==> src/hw/rpt_defines.svh <==
// Offsets, field values, reset values and timing constants of the protocol timer unit
`ifndef RPT_DEFINES_SVH
`define RPT_DEFINES_SVH

// ----------------------------------------------------------------
// Register byte offsets
// ----------------------------------------------------------------
`define RPT_ADR_CTRL      8'h00
`define RPT_ADR_MRT       8'h04
`define RPT_ADR_NRT_HI    8'h08
`define RPT_ADR_NRT_LO    8'h0c
`define RPT_ADR_GPT       8'h10
`define RPT_ADR_WUT       8'h14
`define RPT_ADR_CMD       8'h18
`define RPT_ADR_STATUS    8'h1c

// ----------------------------------------------------------------
// Direct command codes, written to the command register
// ----------------------------------------------------------------
`define RPT_CMD_CLEAR     8'h01
`define RPT_CMD_START_MRT 8'h02
`define RPT_CMD_START_NRT 8'h03
`define RPT_CMD_START_GPT 8'h04
`define RPT_CMD_START_WUT 8'h05

// ----------------------------------------------------------------
// General purpose timer trigger sources
// ----------------------------------------------------------------
`define RPT_GPT_TRIG_NONE 2'h0
`define RPT_GPT_TRIG_SOF  2'h1
`define RPT_GPT_TRIG_EOF  2'h2
`define RPT_GPT_TRIG_FOFF 2'h3

// ----------------------------------------------------------------
// Widths and reset values
// ----------------------------------------------------------------
`define RPT_CTRL_W        9
`define RPT_CTRL_RST      9'h000
`define RPT_MRT_RST       8'h00
`define RPT_NRT_RST       16'h0000
`define RPT_GPT_RST       16'h0000

// ----------------------------------------------------------------
// Timing: carrier steps in carrier periods, wake-up steps in ms
// ----------------------------------------------------------------
`define RPT_STEP_FINE     64
`define RPT_STEP_LPIT     512
`define RPT_STEP_COARSE   4096
`define RPT_CLK_HZ        10000000
`define RPT_WU_STEP_MS    10
`define RPT_WU_MIN_MS     10
`define RPT_WU_MAX_MS     800
`define RPT_WU_DEF_MS     100

`endif

==> src/hw/rpt_pkg.sv <==
// Types shared by the protocol timer unit
package rpt_pkg;

	// Control register layout, most significant field first
	typedef struct packed {
		logic [1:0] gptTrig;
		logic       nrtStep;
		logic       nrtEmv;
		logic       squelchEn;
		logic       lowPower;
		logic       wakeMode;
		logic       lpInitTarget;
		logic       p2pActive;
	} rpt_ctrl_t;

	// Framing and field events; pulses except replyActive
	typedef struct packed {
		logic txEnd;
		logic rxStart;
		logic rxEnd;
		logic replyActive;
		logic peerFieldOn;
		logic peerFieldOff;
	} rpt_evt_t;

	// Carrier step ticks from the prescaler
	typedef struct packed {
		logic fine;
		logic lpit;
		logic coarse;
	} rpt_tick_t;

endpackage

==> src/hw/rpt_fc_prescaler.sv <==
// Carrier period prescaler: step ticks of 64, 512 and 4096 carrier periods
`include "rpt_defines.svh"
module rpt_fc_prescaler
	import rpt_pkg::*;
#(
	parameter int CW = 12
)
(
	input  wire logic      clk_sys,
	input  wire logic      arst_n,
	input  wire logic      carrierTick,
	input  wire logic      enable,
	output rpt_tick_t      ticks
);
	localparam logic [CW-1:0] FINE_M   = CW'(`RPT_STEP_FINE - 1);
	localparam logic [CW-1:0] LPIT_M   = CW'(`RPT_STEP_LPIT - 1);
	localparam logic [CW-1:0] COARSE_M = CW'(`RPT_STEP_COARSE - 1);

	logic [CW-1:0] cnt;
	rpt_tick_t     next_ticks;

	// Tick fires on the carrier period that closes each step
	assign next_ticks.fine   = enable & carrierTick & ((cnt & FINE_M) == FINE_M);
	assign next_ticks.lpit   = enable & carrierTick & ((cnt & LPIT_M) == LPIT_M);
	assign next_ticks.coarse = enable & carrierTick & ((cnt & COARSE_M) == COARSE_M);

	// Free running count; held at zero while the crystal is stopped
	always_ff @(posedge clk_sys or negedge arst_n)
	begin
		if (!arst_n)
		begin
			cnt   <= '0;
			ticks <= '0;
		end
		else
		begin
			ticks <= next_ticks;
			if (!enable)
				cnt <= '0;
			else if (carrierTick)
				cnt <= cnt + CW'(1);
		end
	end
endmodule

==> src/hw/rpt_timers.sv <==
// Reader protocol timer unit with a classic Wishbone register slave
//
// What this block does
// - Clear command halts every timer except the wake-up timer.
// - With unconditional expiry set, Clear leaves the no-response timer running.
// - End of transmit frame starts the no-response timer, and the mask receive timer outside active peer mode.
// - Receive window stays low while the mask receive timer runs.
// - Squelch follows the mask timer when enabled; mask expiry raises no flag.
// - In active peer mode the peer field switching on starts the mask timer.
// - Low power target mode: command starts mask timer, step 512 carrier periods.
// - No-response count from two byte registers; step of 64 or 4096 periods.
// - Expiry before reply start flags and closes window; reply start stops silently.
// - Unconditional expiry always flags; window closes only when no reply active.
// - Start no-response command restarts the timer; ignored in active peer mode.
// - In active peer mode, expiry before peer field on raises the flag.
// - No-response expiry sets its own dedicated status flag.
// - General timer triggers on SOF, EOF or, in active peer mode only, peer field off; every expiry flags.
// - Start general timer command starts or restarts the general timer.
// - Start wake-up command is ignored while in wake-up mode.
// - Wake-up command runs the RC clock and sets the wake-up flag on expiry.
// - In low power only the wake-up timer runs; carrier timers are held off.
// - Wake-up timeout spans 10 to 800 ms, 100 ms after reset.
`include "rpt_defines.svh"
module rpt_timers
	import rpt_pkg::*;
#(
	parameter int AW             = 8,
	parameter int WU_STEP_CYCLES = `RPT_CLK_HZ / 1000 * `RPT_WU_STEP_MS
)
(
	input  wire logic          clk_sys,
	input  wire logic          arst_n,
	input  wire logic          cyc_i,
	input  wire logic          stb_i,
	input  wire logic          we_i,
	input  wire logic [AW-1:0] adr_i,
	input  wire logic [31:0]   dat_i,
	input  wire logic [3:0]    sel_i,
	output logic      [31:0]   dat_o,
	output logic               ack_o,
	input  wire logic          carrierTick,
	input  rpt_evt_t           ev,
	output logic               rxOn,
	output logic               squelchOn,
	output logic               rcOscEn
);
	localparam int WUW = $clog2(WU_STEP_CYCLES + 1);
	localparam logic [7:0] WU_MIN = 8'(`RPT_WU_MIN_MS / `RPT_WU_STEP_MS);
	localparam logic [7:0] WU_MAX = 8'(`RPT_WU_MAX_MS / `RPT_WU_STEP_MS);
	localparam logic [7:0] WU_RST = 8'(`RPT_WU_DEF_MS / `RPT_WU_STEP_MS);

	// ----------------------------------------------------------------
	// Functions
	// ----------------------------------------------------------------

	// Byte lane merge of a write into a register of up to 32 bits
	function automatic logic [31:0] laneMerge(input logic [31:0] old,
		input logic [31:0] wd, input logic [3:0] be);
		logic [31:0] m;
		m = {{8{be[3]}}, {8{be[2]}}, {8{be[1]}}, {8{be[0]}}};
		return (old & ~m) | (wd & m);
	endfunction

	// Sticky flag: a set in the clear cycle wins
	function automatic logic stickyNext(input logic cur, input logic set,
		input logic clr);
		return set | (cur & ~clr);
	endfunction

	// ----------------------------------------------------------------
	// Bus slave
	// ----------------------------------------------------------------
	rpt_ctrl_t   ctrl;
	logic [7:0]  mrtCfg;
	logic [7:0]  nrtHi;
	logic [7:0]  nrtLo;
	logic [15:0] gptCfg;
	logic [7:0]  wutCfg;

	// A write takes effect on the edge that samples ack high; read data is captured on the edge that raises ack
	wire         acc       = cyc_i & stb_i & ack_o;
	wire         wrAcc     = acc & we_i;
	wire         selCtrl   = (adr_i == `RPT_ADR_CTRL);
	wire         selMrt    = (adr_i == `RPT_ADR_MRT);
	wire         selNrtHi  = (adr_i == `RPT_ADR_NRT_HI);
	wire         selNrtLo  = (adr_i == `RPT_ADR_NRT_LO);
	wire         selGpt    = (adr_i == `RPT_ADR_GPT);
	wire         selWut    = (adr_i == `RPT_ADR_WUT);
	wire         selCmd    = (adr_i == `RPT_ADR_CMD);
	wire         selStatus = (adr_i == `RPT_ADR_STATUS);
	wire [31:0]  ctrlMerge = laneMerge(32'(ctrl), dat_i, sel_i);
	wire [31:0]  mrtMerge  = laneMerge(32'(mrtCfg), dat_i, sel_i);
	wire [31:0]  hiMerge   = laneMerge(32'(nrtHi), dat_i, sel_i);
	wire [31:0]  loMerge   = laneMerge(32'(nrtLo), dat_i, sel_i);
	wire [31:0]  gptMerge  = laneMerge(32'(gptCfg), dat_i, sel_i);
	wire [31:0]  wutMerge  = laneMerge(32'(wutCfg), dat_i, sel_i);
	wire [7:0]   wutWr     = wutMerge[7:0];
	// Wake-up setting is held inside the supported span
	wire [7:0]   wutClamp  = (wutWr < WU_MIN) ? WU_MIN :
		(wutWr > WU_MAX) ? WU_MAX : wutWr;

	// Direct commands decode from byte lane 0 of a command write
	wire         cmdWr     = wrAcc & selCmd & sel_i[0];
	wire         cmdClear  = cmdWr & (dat_i[7:0] == `RPT_CMD_CLEAR);
	wire         cmdMrt    = cmdWr & (dat_i[7:0] == `RPT_CMD_START_MRT);
	wire         cmdNrt    = cmdWr & (dat_i[7:0] == `RPT_CMD_START_NRT);
	wire         cmdGpt    = cmdWr & (dat_i[7:0] == `RPT_CMD_START_GPT);
	wire         cmdWut    = cmdWr & (dat_i[7:0] == `RPT_CMD_START_WUT);
	wire         flagClr   = wrAcc & selStatus & sel_i[0];

	// Ack one cycle after the request, dropped the cycle after
	always_ff @(posedge clk_sys or negedge arst_n)
	begin
		if (!arst_n)
			ack_o <= 1'b0;
		else
			ack_o <= cyc_i & stb_i & ~ack_o;
	end

	// Configuration registers; counts are only safe to change while idle
	// idle reprogramming only
	always_ff @(posedge clk_sys or negedge arst_n)
	begin
		if (!arst_n)
		begin
			ctrl   <= rpt_ctrl_t'(`RPT_CTRL_RST);
			mrtCfg <= `RPT_MRT_RST;
			nrtHi  <= 8'(`RPT_NRT_RST >> 8);
			nrtLo  <= 8'(`RPT_NRT_RST);
			gptCfg <= `RPT_GPT_RST;
			wutCfg <= WU_RST;
		end
		else if (wrAcc)
		begin
			if (selCtrl)
				ctrl <= rpt_ctrl_t'(ctrlMerge[`RPT_CTRL_W-1:0]);
			if (selMrt)
				mrtCfg <= mrtMerge[7:0];
			if (selNrtHi)
				nrtHi <= hiMerge[7:0];
			if (selNrtLo)
				nrtLo <= loMerge[7:0];
			if (selGpt)
				gptCfg <= gptMerge[15:0];
			// wake-up span 10 to 800 ms
			if (selWut)
				wutCfg <= wutClamp;
		end
	end

	// ----------------------------------------------------------------
	// Carrier prescaler
	// ----------------------------------------------------------------
	rpt_tick_t ticks;

	rpt_fc_prescaler u_prescaler (
		.clk_sys     (clk_sys),
		.arst_n      (arst_n),
		.carrierTick (carrierTick),
		.enable      (~ctrl.lowPower),
		.ticks       (ticks)
	);

	// ----------------------------------------------------------------
	// Mask receive timer
	// ----------------------------------------------------------------
	logic [7:0] mrtCnt;
	logic       mrtRun;
	logic       mrtSlow;

	// starts at end of transmit frame, or at peer field on in active peer mode
	wire mrtHwStart = ctrl.p2pActive ? ev.peerFieldOn : ev.txEnd;
	// command start in low power target mode
	wire mrtStart   = ~ctrl.lowPower & (mrtHwStart | cmdMrt);
	wire mrtTick    = mrtSlow ? ticks.lpit : ticks.fine;
	wire mrtExpire  = mrtRun & mrtTick & (mrtCnt == 8'h01);

	// A zero count never runs, so the window opens at once
	always_ff @(posedge clk_sys or negedge arst_n)
	begin
		if (!arst_n)
		begin
			mrtCnt  <= '0;
			mrtRun  <= 1'b0;
			mrtSlow <= 1'b0;
		end
		else if (mrtStart)
		begin
			mrtCnt  <= mrtCfg;
			mrtRun  <= (mrtCfg != 8'h00);
			mrtSlow <= ctrl.lpInitTarget;
		end
		else if (cmdClear | ctrl.lowPower | mrtExpire)
			mrtRun <= 1'b0;
		else if (mrtRun & mrtTick)
			mrtCnt <= mrtCnt - 8'h01;
	end

	// squelch only while masked, if enabled
	assign squelchOn = mrtRun & ctrl.squelchEn;

	// ----------------------------------------------------------------
	// No-response timer
	// ----------------------------------------------------------------
	logic [15:0] nrtCnt;
	logic        nrtRun;
	logic        nrtCoarse;

	wire [15:0] nrtCfg    = {nrtHi, nrtLo};
	wire        nrtTick   = nrtCoarse ? ticks.coarse : ticks.fine;
	// command ignored in active peer mode
	wire        nrtCmdOk  = cmdNrt & ~ctrl.p2pActive;
	// starts at end of transmit frame
	wire        nrtStart  = ~ctrl.lowPower & (ev.txEnd | nrtCmdOk);
	// peer field on plays the reply role in active peer mode
	wire        nrtStop   = nrtRun & ~ctrl.nrtEmv &
		(ctrl.p2pActive ? ev.peerFieldOn : ev.rxStart);
	wire        nrtClear  = cmdClear & ~ctrl.nrtEmv;
	wire        nrtExpire = nrtRun & nrtTick & (nrtCnt == 16'h0001) & ~nrtStop;
	// with unconditional expiry, window closes only if no reply is in progress
	wire        nrtForce  = nrtExpire & (~ctrl.nrtEmv | ~ev.replyActive);

	// Restart on a start while running; expiry before a stop in the same cycle is masked
	always_ff @(posedge clk_sys or negedge arst_n)
	begin
		if (!arst_n)
		begin
			nrtCnt    <= '0;
			nrtRun    <= 1'b0;
			nrtCoarse <= 1'b0;
		end
		else if (nrtStart)
		begin
			nrtCnt    <= nrtCfg;
			nrtRun    <= (nrtCfg != 16'h0000);
			nrtCoarse <= ctrl.nrtStep;
		end
		else if (nrtClear | ctrl.lowPower | nrtStop | nrtExpire)
			nrtRun <= 1'b0;
		else if (nrtRun & nrtTick)
			nrtCnt <= nrtCnt - 16'h0001;
	end

	// ----------------------------------------------------------------
	// General purpose timer
	// ----------------------------------------------------------------
	logic [15:0] gptCnt;
	logic        gptRun;

	wire gptTrig   = (ctrl.gptTrig == `RPT_GPT_TRIG_SOF)  ? ev.rxStart :
		(ctrl.gptTrig == `RPT_GPT_TRIG_EOF)  ? ev.rxEnd :
		(ctrl.gptTrig == `RPT_GPT_TRIG_FOFF) ? (ev.peerFieldOff & ctrl.p2pActive) :
		1'b0;
	wire gptStart  = ~ctrl.lowPower & (gptTrig | cmdGpt);
	wire gptExpire = gptRun & ticks.fine & (gptCnt == 16'h0001);

	// General timer counts in fine steps
	always_ff @(posedge clk_sys or negedge arst_n)
	begin
		if (!arst_n)
		begin
			gptCnt <= '0;
			gptRun <= 1'b0;
		end
		else if (gptStart)
		begin
			gptCnt <= gptCfg;
			gptRun <= (gptCfg != 16'h0000);
		end
		else if (cmdClear | ctrl.lowPower | gptExpire)
			gptRun <= 1'b0;
		else if (gptRun & ticks.fine)
			gptCnt <= gptCnt - 16'h0001;
	end

	// ----------------------------------------------------------------
	// Wake-up timer
	// ----------------------------------------------------------------
	logic [7:0]     wutCnt;
	logic [WUW-1:0] wutDiv;
	logic           wutRun;

	wire wutStart  = cmdWut & ~ctrl.wakeMode;
	wire wutStep   = wutRun & (wutDiv == WUW'(WU_STEP_CYCLES - 1));
	wire wutExpire = wutStep & (wutCnt == 8'h01);

	// RC clock runs only while the timer does
	// keeps running in low power; Clear does not touch it
	always_ff @(posedge clk_sys or negedge arst_n)
	begin
		if (!arst_n)
		begin
			wutCnt <= '0;
			wutDiv <= '0;
			wutRun <= 1'b0;
		end
		else if (wutStart)
		begin
			wutCnt <= wutCfg;
			wutDiv <= '0;
			wutRun <= 1'b1;
		end
		else if (wutExpire)
			wutRun <= 1'b0;
		else if (wutStep)
		begin
			wutCnt <= wutCnt - 8'h01;
			wutDiv <= '0;
		end
		else if (wutRun)
			wutDiv <= wutDiv + WUW'(1);
	end

	assign rcOscEn = wutRun;

	// ----------------------------------------------------------------
	// Receive window and status flags
	// ----------------------------------------------------------------
	logic nreFlag;
	logic gptFlag;
	logic wakeupExpiryFlag;

	// Window state: a fresh start outranks a close, which outranks an open
	always_ff @(posedge clk_sys or negedge arst_n)
	begin
		if (!arst_n)
			rxOn <= 1'b0;
		else if (mrtStart)
			rxOn <= (mrtCfg == 8'h00);
		else if (nrtForce)
			rxOn <= 1'b0;
		else if (mrtExpire)
			rxOn <= 1'b1;
	end

	// Flags are write-one-to-clear; a hit in the clear cycle stays set
	always_ff @(posedge clk_sys or negedge arst_n)
	begin
		if (!arst_n)
		begin
			nreFlag          <= 1'b0;
			gptFlag          <= 1'b0;
			wakeupExpiryFlag <= 1'b0;
		end
		else
		begin
			nreFlag          <= stickyNext(nreFlag, nrtExpire, flagClr & dat_i[0]);
			gptFlag          <= stickyNext(gptFlag, gptExpire, flagClr & dat_i[1]);
			wakeupExpiryFlag <= stickyNext(wakeupExpiryFlag, wutExpire,
				flagClr & dat_i[2]);
		end
	end

	// ----------------------------------------------------------------
	// Read data
	// ----------------------------------------------------------------
	wire [31:0] statusWord = {24'h000000, wutRun, gptRun, nrtRun, mrtRun, rxOn,
		wakeupExpiryFlag, gptFlag, nreFlag};
	// Command register and unmapped addresses read as zero
	wire [31:0] rdMux =
		selCtrl   ? 32'(ctrl) :
		selMrt    ? 32'(mrtCfg) :
		selNrtHi  ? 32'(nrtHi) :
		selNrtLo  ? 32'(nrtLo) :
		selGpt    ? 32'(gptCfg) :
		selWut    ? 32'(wutCfg) :
		selStatus ? statusWord :
		32'h00000000;

	// Read data is captured together with ack
	always_ff @(posedge clk_sys or negedge arst_n)
	begin
		if (!arst_n)
			dat_o <= '0;
		else if (cyc_i & stb_i & ~ack_o & ~we_i)
			dat_o <= rdMux;
		else
			dat_o <= '0;
	end
endmodule

==> config.mk <==
export PLATFORM = sky130hd
export DESIGN_NAME = rpt_timers
export DESIGN_NICKNAME = d
export VERILOG_FILES = /design/src/hw/rpt_pkg.sv /design/src/hw/rpt_fc_prescaler.sv /design/src/hw/rpt_timers.sv
export VERILOG_INCLUDE_DIRS = /design/src /design/src/hw
export SDC_FILE = /design/constraint.sdc
export NUM_CORES = 1
export LEC_CHECK = 0
export BUFFER_PORTS_ARGS = -buffer_cell sky130_fd_sc_hd__buf_2
export CAP_MARGIN = 20
export CORE_MARGIN = 5
export CORE_UTILIZATION = 40
export CTS_CLUSTER_SIZE = 40
export DETAILED_ROUTE_END_ITERATION = 12
export PLACE_DENSITY = 0.65
export SLEW_MARGIN = 20
export SYNTH_ARGS = -nofsm -noshare
export SYNTH_HDL_FRONTEND = slang
export SYNTH_SLANG_ARGS = --single-unit
==> constraint.sdc <==
create_clock -name clk_sys -period 2.55 [get_ports clk_sys]
set_input_delay 0 -clock clk_sys [delete_from_list [all_inputs] [get_ports clk_sys]]
set_output_delay 0 -clock clk_sys [all_outputs]
set_load 0.02 [all_outputs]
==> impl_metrics.toml <==
[power]
internal_power_mw = 4.52
comb_power_share_pct = 8.4
power_switching_share_pct = 23.9
powerDensity_nw_per_um2 = 576
p_clk_share_pct = 45.2
finalPower_mw = 5.94
seqPwrFrac_pct = 46.4
ir_worst_vdd_mv = 0.396
p_leak_nw = 4.63
p_switching_mw = 1.42

[run]
max-cap-violations = 0

[setup_path]
crit_buf_inv = 1
crit_family = "simple AND/OR/NAND/NOR gates"
cp.arrival_ns = 2.76
max_stage_delay_ns = 0.58
cp_slowest_cell = "or4_4"
worstPathMaxFanout = 17
crit_path_end_kind = "register"
crit_path_start_kind = "register"
cp_cell_sequence = "and4_1, nand4_2, or4_4, a21oi_4, buf_4, mux2i_1"
crit_type = "register to register"
required_ns = 2.90

[run_status]
status = "finished clean"

[clock_network]
cts_sinks = 164
cts-root-buf = "clkbuf_16"
cts_buffers = 17
htree_levels = 4
clock_path_buffers = 2
path_clk_slew_ns = 0.06
clkLatencyLatePin_ns = 0.43
cts_tree = "built"

[sta]
final_max_slew_viol_count = 0
max_freq_ghz = 0.414
setup_tns_ns = 0
worst_pin_slew_ns = 0.579
slew_headroom_pct = 61.1
final_hold_viol_count = 0
fin_skew_ns = 0.00750
period_needed_ns = 2.41
setup_violations = 0
min_period_over_period_pct = 94.7
rsz0062_at_grt = "false"

[floorplanning]
io_pins = 92
rows = 54
coreArea_um2 = 21800
die_h_um = 158
die_area_um2 = 25100
start_util_pct = 40.4
die_w_um = 158

[global_route]
antenna_found_initial = 0
grt_overflow = 0
grt_pass1_vias = 7005
grt_max_degree = 64
track_usage_pct = 18.7
grt_pass1_wl_mm = 37.1

[logic_synthesis]
synth-seq-cells = 164
synth_ff_type = "dfrtp_1"
post_synth.cell_area_avg_um2 = 9.82
synth_cell_types = 73
syn_inst = 896
netlist_area_um2 = 8800
synth-edff-count = 0
async_reset_ff_share_pct = 100
synth_warnings = 0
seq_area_frac_synth_pct = 46.7

[cells_and_area]
layout_common_cells = "dfrtp_1 (162), nor2_1 (80), nand2_1 (71)"
syn_to_final_growth_pct = 17.2
drive_above_1_share_pct = 20.9
final_common_cell = "dfrtp_1"
nFillCells = 2045
diodes = 0
fin_nets = 1059

[place]
io_buffer_count = 57
dp_hpwl_mm = 16.6
gp_congestion = 0.926

[routing]
drtAntennaViolNets = 0
wl_per_cell_um = 17.8
drc = 0
vias = 7172
dr.pass1.iters = 5
initialDrtViolationCount = 608
routed_wl_mm = 22.9
vias_per_cell = 5.58

[hold_path]
hold_path_class = "input port to register"
stage by stage:
| step | setup WS (ns) | std cells | area (um^2) | hold WS (ns) | utilization (%) |
|---|---|---|---|---|---|
| after floorplan | 0.211 | 911 | 8850 | -0.296 | - |
| after global placement | 0.179 | 1235 | 9500 | -0.0646 | 43.7 |
| after detailed placement | 0.144 | 1235 | 9500 | -0.0643 | 43.7 |
| after CTS | 0.0947 | 1284 | 10300 | 0.00927 | 47.3 |
| after global routing | 0.0632 | 1285 | 10300 | 0.00898 | 47.4 |
| final | 0.135 | 1285 | 10300 | 0.0223 | 47.4 |
synthesized netlist by cell type, types with 3 or more instances:
library cell,instances,area share (%)
o21ai_0,64,3.6
o211ai_1,3,0.26
or4_1,10,0.85
buf_4,17,1.5
inv_1,23,0.98
nor2b_1,12,0.85
a22oi_1,9,0.77
and4_1,4,0.40
nand2b_1,6,0.43
buf_2,11,0.63
or4b_1,4,0.46
clkbuf_1,17,0.73
nand3_1,22,1.3
o21ai_1,3,0.17
ha_1,11,1.6
a21bo_2,4,0.46
a211oi_1,3,0.26
mux2i_1,12,1.4
nand4_1,16,1.1
xnor2_1,33,3.3
dfrtp_1,162,46
and3_1,13,0.92
a31oi_1,4,0.28
a21oi_1,54,3.1
or4_4,4,0.51
nand2_1,71,3.0
xor2_1,24,2.4
or2_2,8,0.57
nor2_1,80,3.4
and2_1,9,0.64
or3b_2,3,0.30
o31ai_1,6,0.51
o22ai_1,3,0.21
nand4b_1,3,0.30
nor4_1,23,1.6
nor2_2,3,0.21
or3_1,22,1.6
buf_6,3,0.38
nor3_1,23,1.3
mux2_2,46,5.9
cell type report:
class | count | area [um^2] | share of cell area, %
tap | 280 | 350 | 3.40
inverter | 23 | 86.3 | 0.837
timing repair buffer | 112 | 772 | 7.49
clock inverter | 8 | 123 | 1.19
sequential | 164 | 4110 | 39.8
multi-input combinational | 674 | 4380 | 42.5
clock buffer | 24 | 492 | 4.77
layer usage:
metal | up-vias | GRT usage (%) | share of wire, %
met1 | 3492 | 25.5 | 44
met5 | - | 0 | 0
li1 | 3389 | - | -
met2 | 239 | 29.9 | 47
met3 | 52 | 3.40 | 5.5
met4 | 0 | 7.11 | 3.3
kinds of logic after synthesis:
logic type | count (synthesis) | synth area share [%]
AOI/OAI and AO/OA | 176 | 12.5
xor gates and xnor gates | 57 | 5.67
adders and majority gates | 11 | 1.56
buffers and inverters | 73 | 4.25
DFF | 164 | 46.7
muxes | 59 | 7.38
other | 1 | 0.0426
and+or+nand+nor | 355 | 22.0
power groups by stage:
stage / Combinational (mW) / Clock [mW] / Sequential, mW
floorplan: 0.311 / 0 / 2.79
global placement: 0.470 / 0 / 2.80
detailed placement: 0.482 / 0 / 2.80
CTS: 0.502 / 2.72 / 2.75
global route: 0.562 / 2.84 / 2.76
finish: 0.501 / 2.68 / 2.75
worst reg2reg max path: cells and delay by family, from the launching register on:
family / cells / cell delay, ns
buffers and inverters: 1 / 0.24
DFF: 1 / 0.39
muxes: 1 / 0.21
AOI/OAI and AO/OA: 1 / 0.21
and+or+nand+nor: 3 / 1.30
repair_timing:
action | CTS | global route
hold buffers | 17 | 0
hold endpoints to repair | 147 | 0
endpoints found under the setup margin | 0 | 4
gates resized for setup | 0 | 1
buffers inserted | 0 | 1
path summary, 6_finish.rpt:
kind                           from   endpoint  slack, ns  cells after the start
max                           ack_o     mrtRun       0.14                      6
min                        sel_i[1]   register       0.02                      4
max reg2reg                   ack_o     mrtRun       0.14                      6
min reg2reg                   ack_o      ack_o       0.49                      1
max in group asynchronous    arst_n  wutCfg[3]       1.65                      3
min in group asynchronous    arst_n  nrtCnt[7]       0.04                      2
No activity file was read; power rests on OpenSTA's default activity.
